## config.mk

```make
export PLATFORM = sky130hd
export DESIGN_NAME = t1_receive_line_decoder
export DESIGN_NICKNAME = d
export VERILOG_FILES = /design/src/core/t1_rx_pkg.sv /design/src/core/bipolar_decoder.sv /design/src/core/t1_receive_line_decoder.sv
export VERILOG_INCLUDE_DIRS = /design/src /design/src/core
export SDC_FILE = /design/constraint.sdc
export NUM_CORES = 1
export LEC_CHECK = 0
export BUFFER_PORTS_ARGS = -buffer_cell sky130_fd_sc_hd__clkbuf_2
export CAP_MARGIN = 10
export CORE_ASPECT_RATIO = 1.25
export CORE_UTILIZATION = 45
export DETAILED_ROUTE_END_ITERATION = 8
export HOLD_SLACK_MARGIN = 0.12
export PLACE_DENSITY = 0.63
export SETUP_SLACK_MARGIN = 0.5
export SLEW_MARGIN = 20
export SYNTH_ARGS = -nofsm -noshare
export SYNTH_HDL_FRONTEND = slang
export SYNTH_SLANG_ARGS = --single-unit
```

## constraint.sdc

```tcl
create_clock -name ref_clk -period 5.6 [get_ports ref_clk]
set_clock_uncertainty 0.1 [all_clocks]
set_input_delay 0.56 -clock ref_clk [delete_from_list [all_inputs] [get_ports ref_clk]]
set_output_delay 0.56 -clock ref_clk [all_outputs]
set_load 0.05 [all_outputs]
```

## src/core/t1_rx_defines.svh

```systemverilog
`ifndef T1_RX_DEFINES_SVH
`define T1_RX_DEFINES_SVH

// register byte addresses
`define REG_CTRL        4'h0
`define REG_STATUS      4'h4
`define REG_ATTEN       4'h8
`define REG_CVCNT       4'hc

// reset value and counter saturation limit
`define CTRL_RESET      12'h000
`define CV_MAX          16'hffff

// control register byte lanes
`define CTRL_LANE0_HI   7
`define CTRL_LANE1_LO   8
`define CTRL_LANE1_HI   11

// clock output select codes
`define CLKSEL_RECOVERED 2'h0
`define CLKSEL_HIGH      2'h1
`define CLKSEL_OSC       2'h2
`define CLKSEL_OSC_X4    2'h3

// attenuation valid pattern and field
`define ATT_VALID       2'h1
`define ATT_INVALID     2'h0

// line timing: bit period derived from clock and line rate
`define CLK_MHZ         200
`define LINE_KHZ        1544
`define BIT_CYCLES      ((`CLK_MHZ * 1000) / `LINE_KHZ)
`define PHASE_LAST      8'(`BIT_CYCLES - 1)
`define PHASE_Q1        8'(`BIT_CYCLES / 4)
`define PHASE_HALF      8'(`BIT_CYCLES / 2)
`define PHASE_Q3        8'((`BIT_CYCLES * 3) / 4)
`define PHASE_RESYNC    8'h01

// zero substitution window: 000VB0VB
`define SUBST_LEN       8
`define SUBST_SHAPE     8'h1b

// alarm thresholds in bits
`define LOS_ZERO_BITS   8'haf
`define AIS_BLOCK_LAST  11'h7ff
`define AIS_MAX_ZEROS   11'h002

`endif

```

## src/core/t1_rx_pkg.sv

```systemverilog
package t1_rx_pkg;

    // which line input feeds the recovery
    typedef enum logic [1:0] {
        MODE_TERNARY,
        MODE_DUAL,
        MODE_OPTICAL
    } line_mode_t;

    // one bipolar symbol as two rails
    typedef struct packed {
        logic pos;
        logic neg;
    } rail_pair_t;

    // control register layout, bit 0 last
    typedef struct packed {
        logic       cmi_select;
        logic       b8zs_enable;
        logic       system_clock_rate_select;
        logic       oscillator_switch_disable;
        logic [1:0] clock_output_select;
        logic [1:0] slice_level;
        logic       line_monitor_enable;
        logic       equalizer_long_haul_enable;
        logic       receive_code_select;
        logic       digital_receive_select;
    } ctrl_t;

    // every input arriving from outside the clock domain
    typedef struct packed {
        logic [4:0] atten;
        logic       eq_locked;
        logic [3:0] osc;
        logic       opt_clk;
        logic       opt_data;
        rail_pair_t dual;
        rail_pair_t tern;
    } pins_t;

endpackage

```

## src/core/bipolar_decoder.sv

```systemverilog
`timescale 1ns/1ps
`include "t1_rx_defines.svh"
module bipolar_decoder
    import t1_rx_pkg::*;
(
    // clock and reset
    input  wire logic       ref_clk,
    input  wire logic       rst_n,
    // recovered symbols
    input  wire logic       bit_valid,
    input  wire rail_pair_t rail,
    input  wire logic       b8zs_enable,
    // decoded stream
    output logic            data_out,
    output logic            data_valid,
    output logic            code_violation
);

    logic [`SUBST_LEN-1:0] pulse_h;   // pulse history, oldest at top
    logic [`SUBST_LEN-1:0] pol_h;     // polarity history, 1 is positive
    logic [`SUBST_LEN-1:0] both_h;    // both rails high at once
    logic                  last_pol;  // polarity of last pulse sent out
    logic                  primed;    // a pulse has been sent out

    // incoming symbol
    wire new_pulse = rail.pos ^ rail.neg;
    wire new_both  = rail.pos & rail.neg;

    // window as it stands once the new symbol is in
    wire [`SUBST_LEN-1:0] win_pulse = {pulse_h[`SUBST_LEN-2:0], new_pulse};
    wire [`SUBST_LEN-1:0] win_pol   = {pol_h[`SUBST_LEN-2:0], rail.pos};

    // polarity just before the window, counting the leaving symbol
    wire eff_pol = pulse_h[`SUBST_LEN-1] ? pol_h[`SUBST_LEN-1] : last_pol;

    // 000VB0VB with V in line with the preceding pulse
    wire subst_match = b8zs_enable
                     & (win_pulse == `SUBST_SHAPE)
                     & (win_pol[4] == eff_pol)
                     & (win_pol[3] != win_pol[4])
                     & (win_pol[1] == win_pol[3])
                     & (win_pol[0] != win_pol[1]);

    // violation not explained by a substitution
    wire out_viol = both_h[`SUBST_LEN-1]
                  | (pulse_h[`SUBST_LEN-1] & primed
                     & (pol_h[`SUBST_LEN-1] == last_pol));

    // shift one symbol per recovered bit; substitutions become zeros
    always_ff @(posedge ref_clk) begin
        if (!rst_n) begin
            pulse_h        <= '0;
            pol_h          <= '0;
            both_h         <= '0;
            last_pol       <= 1'b0;
            primed         <= 1'b0;
            data_out       <= 1'b0;
            data_valid     <= 1'b0;
            code_violation <= 1'b0;
        end else if (bit_valid) begin
            pulse_h        <= subst_match ? '0 : win_pulse;
            pol_h          <= win_pol;
            both_h         <= {both_h[`SUBST_LEN-2:0], new_both};
            data_out       <= pulse_h[`SUBST_LEN-1] | both_h[`SUBST_LEN-1];
            data_valid     <= 1'b1;
            code_violation <= out_viol;
            if (pulse_h[`SUBST_LEN-1]) begin
                last_pol <= pol_h[`SUBST_LEN-1];
                primed   <= 1'b1;
            end
        end else begin
            data_valid     <= 1'b0;
            code_violation <= 1'b0;
        end
    end

endmodule

```

## src/core/t1_receive_line_decoder.sv

```systemverilog
// Added by the designer: the register offsets and the Avalon-MM slave port.
`timescale 1ns/1ps
`include "t1_rx_defines.svh"
module t1_receive_line_decoder
    import t1_rx_pkg::*;
(
    // clock and reset
    input  wire logic        ref_clk,
    input  wire logic        rst_n,
    // avalon-mm slave
    input  wire logic [3:0]  avs_address,
    input  wire logic        avs_read,
    input  wire logic        avs_write,
    input  wire logic [3:0]  avs_byteenable,
    input  wire logic [31:0] avs_writedata,
    output logic      [31:0] avs_readdata,
    output logic             avs_waitrequest,
    // line inputs
    input  wire logic        ternary_line_in_a,
    input  wire logic        ternary_line_in_b,
    input  wire logic        positive_rail_in,
    input  wire logic        negative_rail_in,
    input  wire logic        optical_data_in,
    input  wire logic        optical_receive_clock_in,
    // analog equalizer status
    input  wire logic        eq_locked,
    input  wire logic [4:0]  cable_attenuation,
    // de-jittered oscillator clocks
    input  wire logic        osc_clk_1544,
    input  wire logic        osc_clk_2048,
    input  wire logic        osc_clk_6176,
    input  wire logic        osc_clk_8192,
    // analog front end controls
    output logic             equalizer_long_haul_enable,
    output logic             line_monitor_enable,
    output logic      [1:0]  slice_level,
    output logic             oscillator_switch_disable,
    // recovered stream and clocks
    output logic             rx_data,
    output logic             rx_data_valid,
    output logic             recovered_clk,
    output logic             route_clock_out,
    // alarms
    output logic             ais_alarm,
    output logic             los_alarm
);

    pins_t       pin_raw;        // raw pins gathered
    pins_t       sync1;          // first synchroniser stage
    pins_t       sync2;          // second stage, safe to use
    ctrl_t       ctrl;           // control register
    logic        ack;            // bus answer cycle
    logic [15:0] cv_count;       // code violation counter
    logic [7:0]  att_reg;        // attenuation status
    logic [7:0]  phase;          // position within a bit period
    logic        lvl_prev;       // last recovery level
    logic        seen_pos;       // positive pulse seen this bit
    logic        seen_neg;       // negative pulse seen this bit
    logic        cmi_first;      // first half of a cmi symbol
    logic        opt_clk_prev;   // last optical clock level
    logic [7:0]  zero_run;       // consecutive zero bits
    logic [10:0] ais_bits;       // bits in current ais block
    logic [10:0] ais_zeros;      // zeros in current ais block
    logic        dec_data;       // decoder output bit
    logic        dec_valid;      // decoder output strobe
    logic        dec_cv;         // decoder violation strobe

    // decode line mode from the two select bits
    function automatic line_mode_t decode_mode(input ctrl_t c);
        if (!c.digital_receive_select)
            return MODE_TERNARY;
        else if (c.receive_code_select)
            return MODE_DUAL;
        else
            return MODE_OPTICAL;
    endfunction

    // gather pins for synchronisation
    assign pin_raw = '{atten:     cable_attenuation,
                       eq_locked: eq_locked,
                       osc:       {osc_clk_8192, osc_clk_6176,
                                   osc_clk_2048, osc_clk_1544},
                       opt_clk:   optical_receive_clock_in,
                       opt_data:  optical_data_in,
                       dual:      '{pos: positive_rail_in,
                                    neg: negative_rail_in},
                       tern:      '{pos: ternary_line_in_a,
                                    neg: ternary_line_in_b}};

    // two-stage synchroniser for all outside inputs
    always_ff @(posedge ref_clk) begin
        if (!rst_n) begin
            sync1 <= '0;
            sync2 <= '0;
        end else begin
            sync1 <= pin_raw;
            sync2 <= sync1;
        end
    end

    wire        bus_req  = avs_read | avs_write;
    wire        bus_take = bus_req & ~ack;     // first cycle of a request
    wire        wr_acc   = avs_write & ack;    // write takes effect here
    wire        sel_ctrl = (avs_address == `REG_CTRL);
    wire        sel_stat = (avs_address == `REG_STATUS);
    wire        sel_att  = (avs_address == `REG_ATTEN);
    wire        sel_cv   = (avs_address == `REG_CVCNT);
    wire        cv_take  = avs_read & ~ack & sel_cv;

    // one wait state on every access
    assign avs_waitrequest = bus_req & ~ack;

    // read mux; unmapped reads give zero
    wire [31:0] rd_mux = sel_ctrl ? {20'h0, ctrl} :
                         sel_stat ? {30'h0, los_alarm, ais_alarm} :
                         sel_att  ? {24'h0, att_reg} :
                         sel_cv   ? {16'h0, cv_count} : 32'h0;

    // answer flag and captured read data
    always_ff @(posedge ref_clk) begin
        if (!rst_n) begin
            ack          <= 1'b0;
            avs_readdata <= 32'h0;
        end else begin
            ack <= bus_take;
            if (bus_take & avs_read)
                avs_readdata <= rd_mux;
        end
    end

    // control register, byte lanes honoured; unmapped writes dropped
    always_ff @(posedge ref_clk) begin
        if (!rst_n) begin
            ctrl <= `CTRL_RESET;
        end else if (wr_acc & sel_ctrl) begin
            if (avs_byteenable[0])
                ctrl[`CTRL_LANE0_HI:0] <= avs_writedata[`CTRL_LANE0_HI:0];
            if (avs_byteenable[1])
                ctrl[`CTRL_LANE1_HI:`CTRL_LANE1_LO] <=
                    avs_writedata[`CTRL_LANE1_HI:`CTRL_LANE1_LO];
        end
    end

    // front end controls straight from the register
    assign equalizer_long_haul_enable = ctrl.equalizer_long_haul_enable;
    assign line_monitor_enable        = ctrl.line_monitor_enable;
    assign slice_level                = ctrl.slice_level;
    assign oscillator_switch_disable  = ctrl.oscillator_switch_disable;

    wire line_mode_t mode     = decode_mode(ctrl);
    wire             opt_mode = (mode == MODE_OPTICAL);
    wire             nrz_mode = opt_mode & ~ctrl.cmi_select;
    wire             cmi_mode = opt_mode & ctrl.cmi_select;

    // dual rail skips equalizer status and feeds recovery directly
    wire rail_pair_t line_rail = (mode == MODE_DUAL) ? sync2.dual
                                                     : sync2.tern;

    // level whose edges resync the bit clock
    wire lvl      = opt_mode ? sync2.opt_data
                             : (line_rail.pos | line_rail.neg);
    // bipolar pulses start a bit; cmi falls only at bit boundaries
    wire lvl_edge = opt_mode ? (lvl_prev & ~lvl)
                             : (~lvl_prev & lvl);
    wire strobe   = (phase == `PHASE_Q3) & ~nrz_mode;
    wire sample1  = (phase == `PHASE_Q1);

    // bit-clock recovery: phase counter pulled in by line edges
    always_ff @(posedge ref_clk) begin
        if (!rst_n) begin
            phase    <= 8'h00;
            lvl_prev <= 1'b0;
        end else begin
            lvl_prev <= lvl;
            if (lvl_edge)
                phase <= `PHASE_RESYNC;
            else if (phase == `PHASE_LAST)
                phase <= 8'h00;
            else
                phase <= phase + 8'h01;
        end
    end

    // pulse catchers; 50% duty pulses land before the sample point
    always_ff @(posedge ref_clk) begin
        if (!rst_n) begin
            seen_pos  <= 1'b0;
            seen_neg  <= 1'b0;
            cmi_first <= 1'b0;
        end else begin
            seen_pos <= (seen_pos & ~strobe) | line_rail.pos;
            seen_neg <= (seen_neg & ~strobe) | line_rail.neg;
            if (sample1)
                cmi_first <= sync2.opt_data;
        end
    end

    // cmi: equal halves are a one, polarity from level; else zero
    wire        cmi_one  = (cmi_first == sync2.opt_data);
    wire rail_pair_t cmi_rail = '{pos: cmi_one & sync2.opt_data,
                                  neg: cmi_one & ~sync2.opt_data};
    wire rail_pair_t bip_rail = '{pos: seen_pos | line_rail.pos,
                                  neg: seen_neg | line_rail.neg};
    wire rail_pair_t dec_rail = cmi_mode ? cmi_rail : bip_rail;

    // bipolar decoding with zero substitution removal
    bipolar_decoder u_decoder (
        .ref_clk        (ref_clk),
        .rst_n          (rst_n),
        .bit_valid      (strobe),
        .rail           (dec_rail),
        .b8zs_enable    (ctrl.b8zs_enable),
        .data_out       (dec_data),
        .data_valid     (dec_valid),
        .code_violation (dec_cv)
    );

    // nrz: sample data at the falling receive clock edge
    wire opt_fall = opt_clk_prev & ~sync2.opt_clk;
    wire bit_v    = nrz_mode ? opt_fall : dec_valid;
    wire bit_d    = nrz_mode ? sync2.opt_data : dec_data;
    wire cv_inc   = dec_cv & ~nrz_mode;

    // single-rail output stream
    always_ff @(posedge ref_clk) begin
        if (!rst_n) begin
            opt_clk_prev  <= 1'b0;
            rx_data       <= 1'b0;
            rx_data_valid <= 1'b0;
        end else begin
            opt_clk_prev  <= sync2.opt_clk;
            rx_data_valid <= bit_v;
            if (bit_v)
                rx_data <= bit_d;
        end
    end

    // violation counter: saturating, cleared on read, count wins
    always_ff @(posedge ref_clk) begin
        if (!rst_n)
            cv_count <= 16'h0000;
        else if (cv_take)
            cv_count <= {15'h0000, cv_inc};
        else if (cv_inc && cv_count != `CV_MAX)
            cv_count <= cv_count + 16'h0001;
    end

    // attenuation status: valid pattern over the 5-bit value
    always_ff @(posedge ref_clk) begin
        if (!rst_n)
            att_reg <= 8'h00;
        else
            att_reg <= {sync2.eq_locked ? `ATT_VALID : `ATT_INVALID,
                        1'b0, sync2.atten};
    end

    // alarms from the recovered stream
    always_ff @(posedge ref_clk) begin
        if (!rst_n) begin
            zero_run  <= 8'h00;
            los_alarm <= 1'b0;
            ais_bits  <= 11'h000;
            ais_zeros <= 11'h000;
            ais_alarm <= 1'b0;
        end else if (bit_v) begin
            if (bit_d) begin
                zero_run  <= 8'h00;
                los_alarm <= 1'b0;
            end else if (zero_run != `LOS_ZERO_BITS) begin
                zero_run  <= zero_run + 8'h01;
            end else begin
                los_alarm <= 1'b1;
            end
            if (ais_bits == `AIS_BLOCK_LAST) begin
                ais_alarm <= (ais_zeros + {10'h000, ~bit_d})
                             <= `AIS_MAX_ZEROS;
                ais_bits  <= 11'h000;
                ais_zeros <= 11'h000;
            end else begin
                ais_bits  <= ais_bits + 11'h001;
                ais_zeros <= ais_zeros + {10'h000, ~bit_d};
            end
        end
    end

    // recovered clock: counter phase, or the nrz receive clock
    wire rec_clk = nrz_mode ? sync2.opt_clk : (phase < `PHASE_HALF);
    // oscillator clock chosen by rate bit
    wire osc_lo  = ctrl.system_clock_rate_select ? sync2.osc[0] : sync2.osc[1];
    wire osc_hi  = ctrl.system_clock_rate_select ? sync2.osc[2] : sync2.osc[3];

    // route clock output multiplexer
    always_ff @(posedge ref_clk) begin
        if (!rst_n) begin
            recovered_clk   <= 1'b0;
            route_clock_out <= 1'b0;
        end else begin
            recovered_clk <= rec_clk;
            unique case (ctrl.clock_output_select)
                `CLKSEL_RECOVERED: route_clock_out <= rec_clk;
                `CLKSEL_HIGH:      route_clock_out <= 1'b1;
                `CLKSEL_OSC:       route_clock_out <= osc_lo;
                `CLKSEL_OSC_X4:    route_clock_out <= osc_hi;
            endcase
        end
    end
endmodule

```

==> metrics.md <==
| Metric | Value |
|---|---|
| Number of distinct library cells after synthesis | `73` |
| Root buf cell | `clkbuf_16` |
| Reg2Reg Setup Slack | `2.25 ns` |
| TritonCTS buffer count | `17` |
| Launching point of the worst reg2reg path | `ctrl[0]` |
| Start point of the worst hold path | `cable_attenuation[4]` |
| Layout area overhead | `13.5%` |
| Detailed-route DRC error count | `0` |
| Internal power summed over all cells | `1.80 mW` |
| Post-Synthesis Cells | `760` |
| Final min period | `3.35 ns` |
| Top cell by count, worst path | `ha_1` |
| Detailed Route WL | `14600 microns` |
| Cell row count | `50` |
| Total setup violations reported at the end of the flow | `0` |
| Path class of the lowest-slack min-delay path | `in2reg` |
| Clock network latency to the later pin of the worst-skew pair | `0.43 ns` |
| Die Outline Area | `15900 sq um` |
| Non-filler cells, final | `1002` |
| Clock-pin slew reported for the worst setup and hold paths after clock tree synthesis | `0.07 ns` |
| Final-report hold violation count | `0` |
| Y dimension of the die | `141 microns` |
| Capture instance of the worst register-to-register path | `ais_zeros[6]` |
| Share of total power in sequential cells | `48.1%` |
| Max IR drop VDD | `0.000190 V` |
| Number of placed cells counting well taps | `970` |
| Stage delay of the slowest cell on the critical path | `0.54 ns` |
| Average routed wire per standard cell | `14.5 microns` |
| Area of the core | `15000 sq um` |
| Critical path, cell by cell | `nor3b_4 -> mux2i_1 -> ha_1 -> ha_1 -> and2_1 -> nand4_1 -> or4_1 -> o21ai_1` |
| Half-perimeter wire length after placement | `10000 microns` |
| Maximum number of pins on one net before global-route repair | `52` |
| Layout cell share with drive strength beyond 1 | `16.1%` |
| Cell Area, Synth | `6920 sq um` |
| Result of the run | `completed` |
| CTS H-tree lvls | `4` |
| Final RePlAce weighted congestion | `0.803` |
| Floorplan die width | `113 microns` |
| Number of detailed-route iterations in the first pass | `4` |
| Wire length of the first global-routing pass | `24200 microns` |
| Layout net count | `875` |
| Leading post-synthesis cells by cell area | `dfxtp_1, nor2_1, and2_1` |
| Worst endpoint data arrival time | `3.61 ns` |
| Switching share of power | `26.2%` |
| Critical path endpoint category | `flop` |
| Hold buffer count at CTS | `0` |
| Cell area power density | `310 nW/um^2` |
| Net Sw Power | `639 uW` |
| Overall Global Routing Usage | `19.0%` |
| Cell type with the largest total area after synthesis | `dfxtp_1` |
| Peak clock frequency supported by timing | `0.299 GHz` |
| Clk sinks | `161` |
| Initial antenna violation count | `0` |
| Buffers plus inverters on the worst setup path | `0` |
| # resized after CTS | `0` |
| Kind of launch point of the worst setup path | `flop` |
| Number of buffers inserted by port buffering | `65` |
| Remaining global-route overflow | `0` |
| Share of the synthesized area in the top cell type | `46.5%` |
| Setup repair after global routing missed its margin | `no` |
| Share of synthesized area occupied by flip-flops and latches | `46.5%` |
| Logic gate share of total power | `5.3%` |
| Final Cycle Share | `59.8%` |
| TritonCTS clock tree | `done` |
| Async S/R FF share, synth | `0%` |
| Number of flops mapped to enable cells by yosys | `0` |
| Max transition margin | `28.5%` |
| Max Fanout on Critical Path | `11` |
| Detailed Route Iter0 Violations | `225` |
| Number of setup buffers added after CTS | `0` |
| Routed vias | `5393` |
| Vias in the first global route | `5098` |
| WS Path Type | `reg2reg` |
| Destination of the worst hold path | `sync1[15]` |
| Post-route antenna net violation count | `0` |
| Antenna cells | `0` |
| Tightest Pin Transition | `1.05 ns` |
| Count of cells along the worst register-to-register path | `8` |
| Hold Path Depth | `2` |
| Yosys warns | `0` |
| Clock network fraction of total power | `46.6%` |
| Deepest clock path buffer count | `2` |
| Per-cell via count in the routed design | `5.38` |
| Worst path required time | `5.86 ns` |
| Leakage power of the design | `3.14 nW` |
| Num ports | `104` |
| Highest-delay cell along the critical path | `mux2i_1` |
| Mean cell area of the mapped netlist | `9.11 sq um` |
| Number of register bits inferred by synthesis | `161` |
| Max Cap Viol | `0` |
| Flip-flop cell with the highest count after synthesis | `dfxtp_1` |
| Category of cells accounting for the largest share of critical-path delay | `simple AND/OR/NAND/NOR gates` |
| Final-layout setup total negative slack | `0 ns` |
| Effective utilization at floorplan | `46.1%` |
| Max Transition Viols Final | `0` |
==> worst max-delay path by stage <==
| stage | slack, ns | endpoint | start | cells past startpoint |
|---|---|---|---|---|
| after global routing | 2.02 | ais_zeros[6] | ctrl[0] | 8 |
| after CTS | 2.25 | ais_zeros[6] | ctrl[0] | 8 |
| after detailed placement | 2.27 | ais_zeros[6] | ctrl[0] | 8 |
| after global placement | 2.37 | ais_zeros[6] | ctrl[0] | 8 |
| after floorplan | 2.79 | ais_zeros[6] | ctrl[1] | 10 |
| final | 2.25 | ais_zeros[6] | ctrl[0] | 8 |
==> worst reg2reg max path, delay by kind of cell (launching register included) <==
| kind | cells | cell delay, ns |
|---|---|---|
| and+or+nand+nor | 4 | 1.48 |
| adders and majority gates | 2 | 0.59 |
| muxes | 1 | 0.54 |
| DFF | 1 | 0.49 |
| AOI/OAI and AO/OA | 1 | 0.08 |
==> cells by family (layout without fill, tap and decap cells) <==
kind of cell             count (synthesis)  after routing  synth area share [%]
other                                    1             16                0.0542
AND/OR/NAND/NOR                        337            337                  25.8
buffers and inverters                   67            112                  5.11
XOR/XNOR                                28             28                  3.54
adder cells (fa/ha/maj)                  8              8                  1.45
flip-flops                             161            161                  46.5
multiplexers                            33             33                  5.55
AO/OA/AOI/OAI                          125            125                  11.9
==> power groups by stage <==
| stage | logic [mW] | clock network, mW | registers (mW) |
|---|---|---|---|
| 2_1_floorplan | 0.0907 | 0 | 1.21 |
| 3_3_place_gp | 0.127 | 0 | 1.20 |
| 3_5_place_dp | 0.129 | 0 | 1.20 |
| 4_1_cts | 0.130 | 1.16 | 1.17 |
| 5_1_grt | 0.140 | 1.21 | 1.17 |
| 6_report | 0.129 | 1.14 | 1.17 |
==> synth_stat cells, types with 3 or more instances <==
library cell / count
a21o_1: 3
a21oi_1: 50
a221oi_1: 6
a22o_1: 4
a22oi_1: 7
a31oi_1: 8
a41o_1: 4
and2_1: 49
and3_1: 7
and4_1: 7
buf_2: 10
buf_4: 20
clkbuf_1: 26
dfxtp_1: 161
ha_1: 8
inv_1: 9
mux2_2: 6
mux2i_1: 22
mux4_2: 3
nand2_1: 81
nand3_1: 27
nand3b_1: 3
nand4_1: 10
nand4b_1: 3
nor2_1: 85
nor2b_1: 7
nor3_1: 27
nor4b_1: 3
nor4b_4: 3
o21ai_0: 14
or3_1: 4
or4_1: 4
xnor2_1: 18
xor2_1: 10
==> routing by layer <==
layer | wire length, microns | track usage [%] | up-vias
met4 | 248 | 8.31 | 0
met1 | 6590 | 23.7 | 2518
met5 | 0 | 0 | -
met2 | 7110 | 31.4 | 126
li1 | - | - | 2727
met3 | 618 | 4.47 | 22
==> through the flow <==
stage / util, % / setup slack, ns / power, mW / cell area (sq um) / hold slack [ns]
2_1_floorplan: - / 2.79 / 1.30 / 6980 / 0.312
3_3_place_gp: 48.4 / 2.37 / 1.33 / 7270 / 0.315
3_5_place_dp: 48.4 / 2.27 / 1.33 / 7270 / 0.319
4_1_cts: 52.3 / 2.25 / 2.47 / 7860 / 0.213
5_1_grt: 52.3 / 2.02 / 2.53 / 7860 / 0.227
6_report: 52.3 / 2.25 / 2.44 / 7860 / 0.234
==> final cells by class <==
cell class	instances	area [sq um]
multi-input cells	547	3420
repair buffers	71	370
inverters	9	33.8
clock buffers	17	425
well taps	182	228
clock inverters	15	163
flip-flops and latches	161	3220
fillers	1385	7160
==> placed cells by master, fill, tap and decap left out, drive strengths merged, types with 16 or more instances in the layout <==
cell      n
dfxtp   161
o21ai    16
inv      19
nand2    82
clkbuf   82
a21oi    51
and2     49
xnor2    18
conb     16
mux2i    23
nor2     85
nor3     28
nand3    27
(Power assumes the default switching activity.)
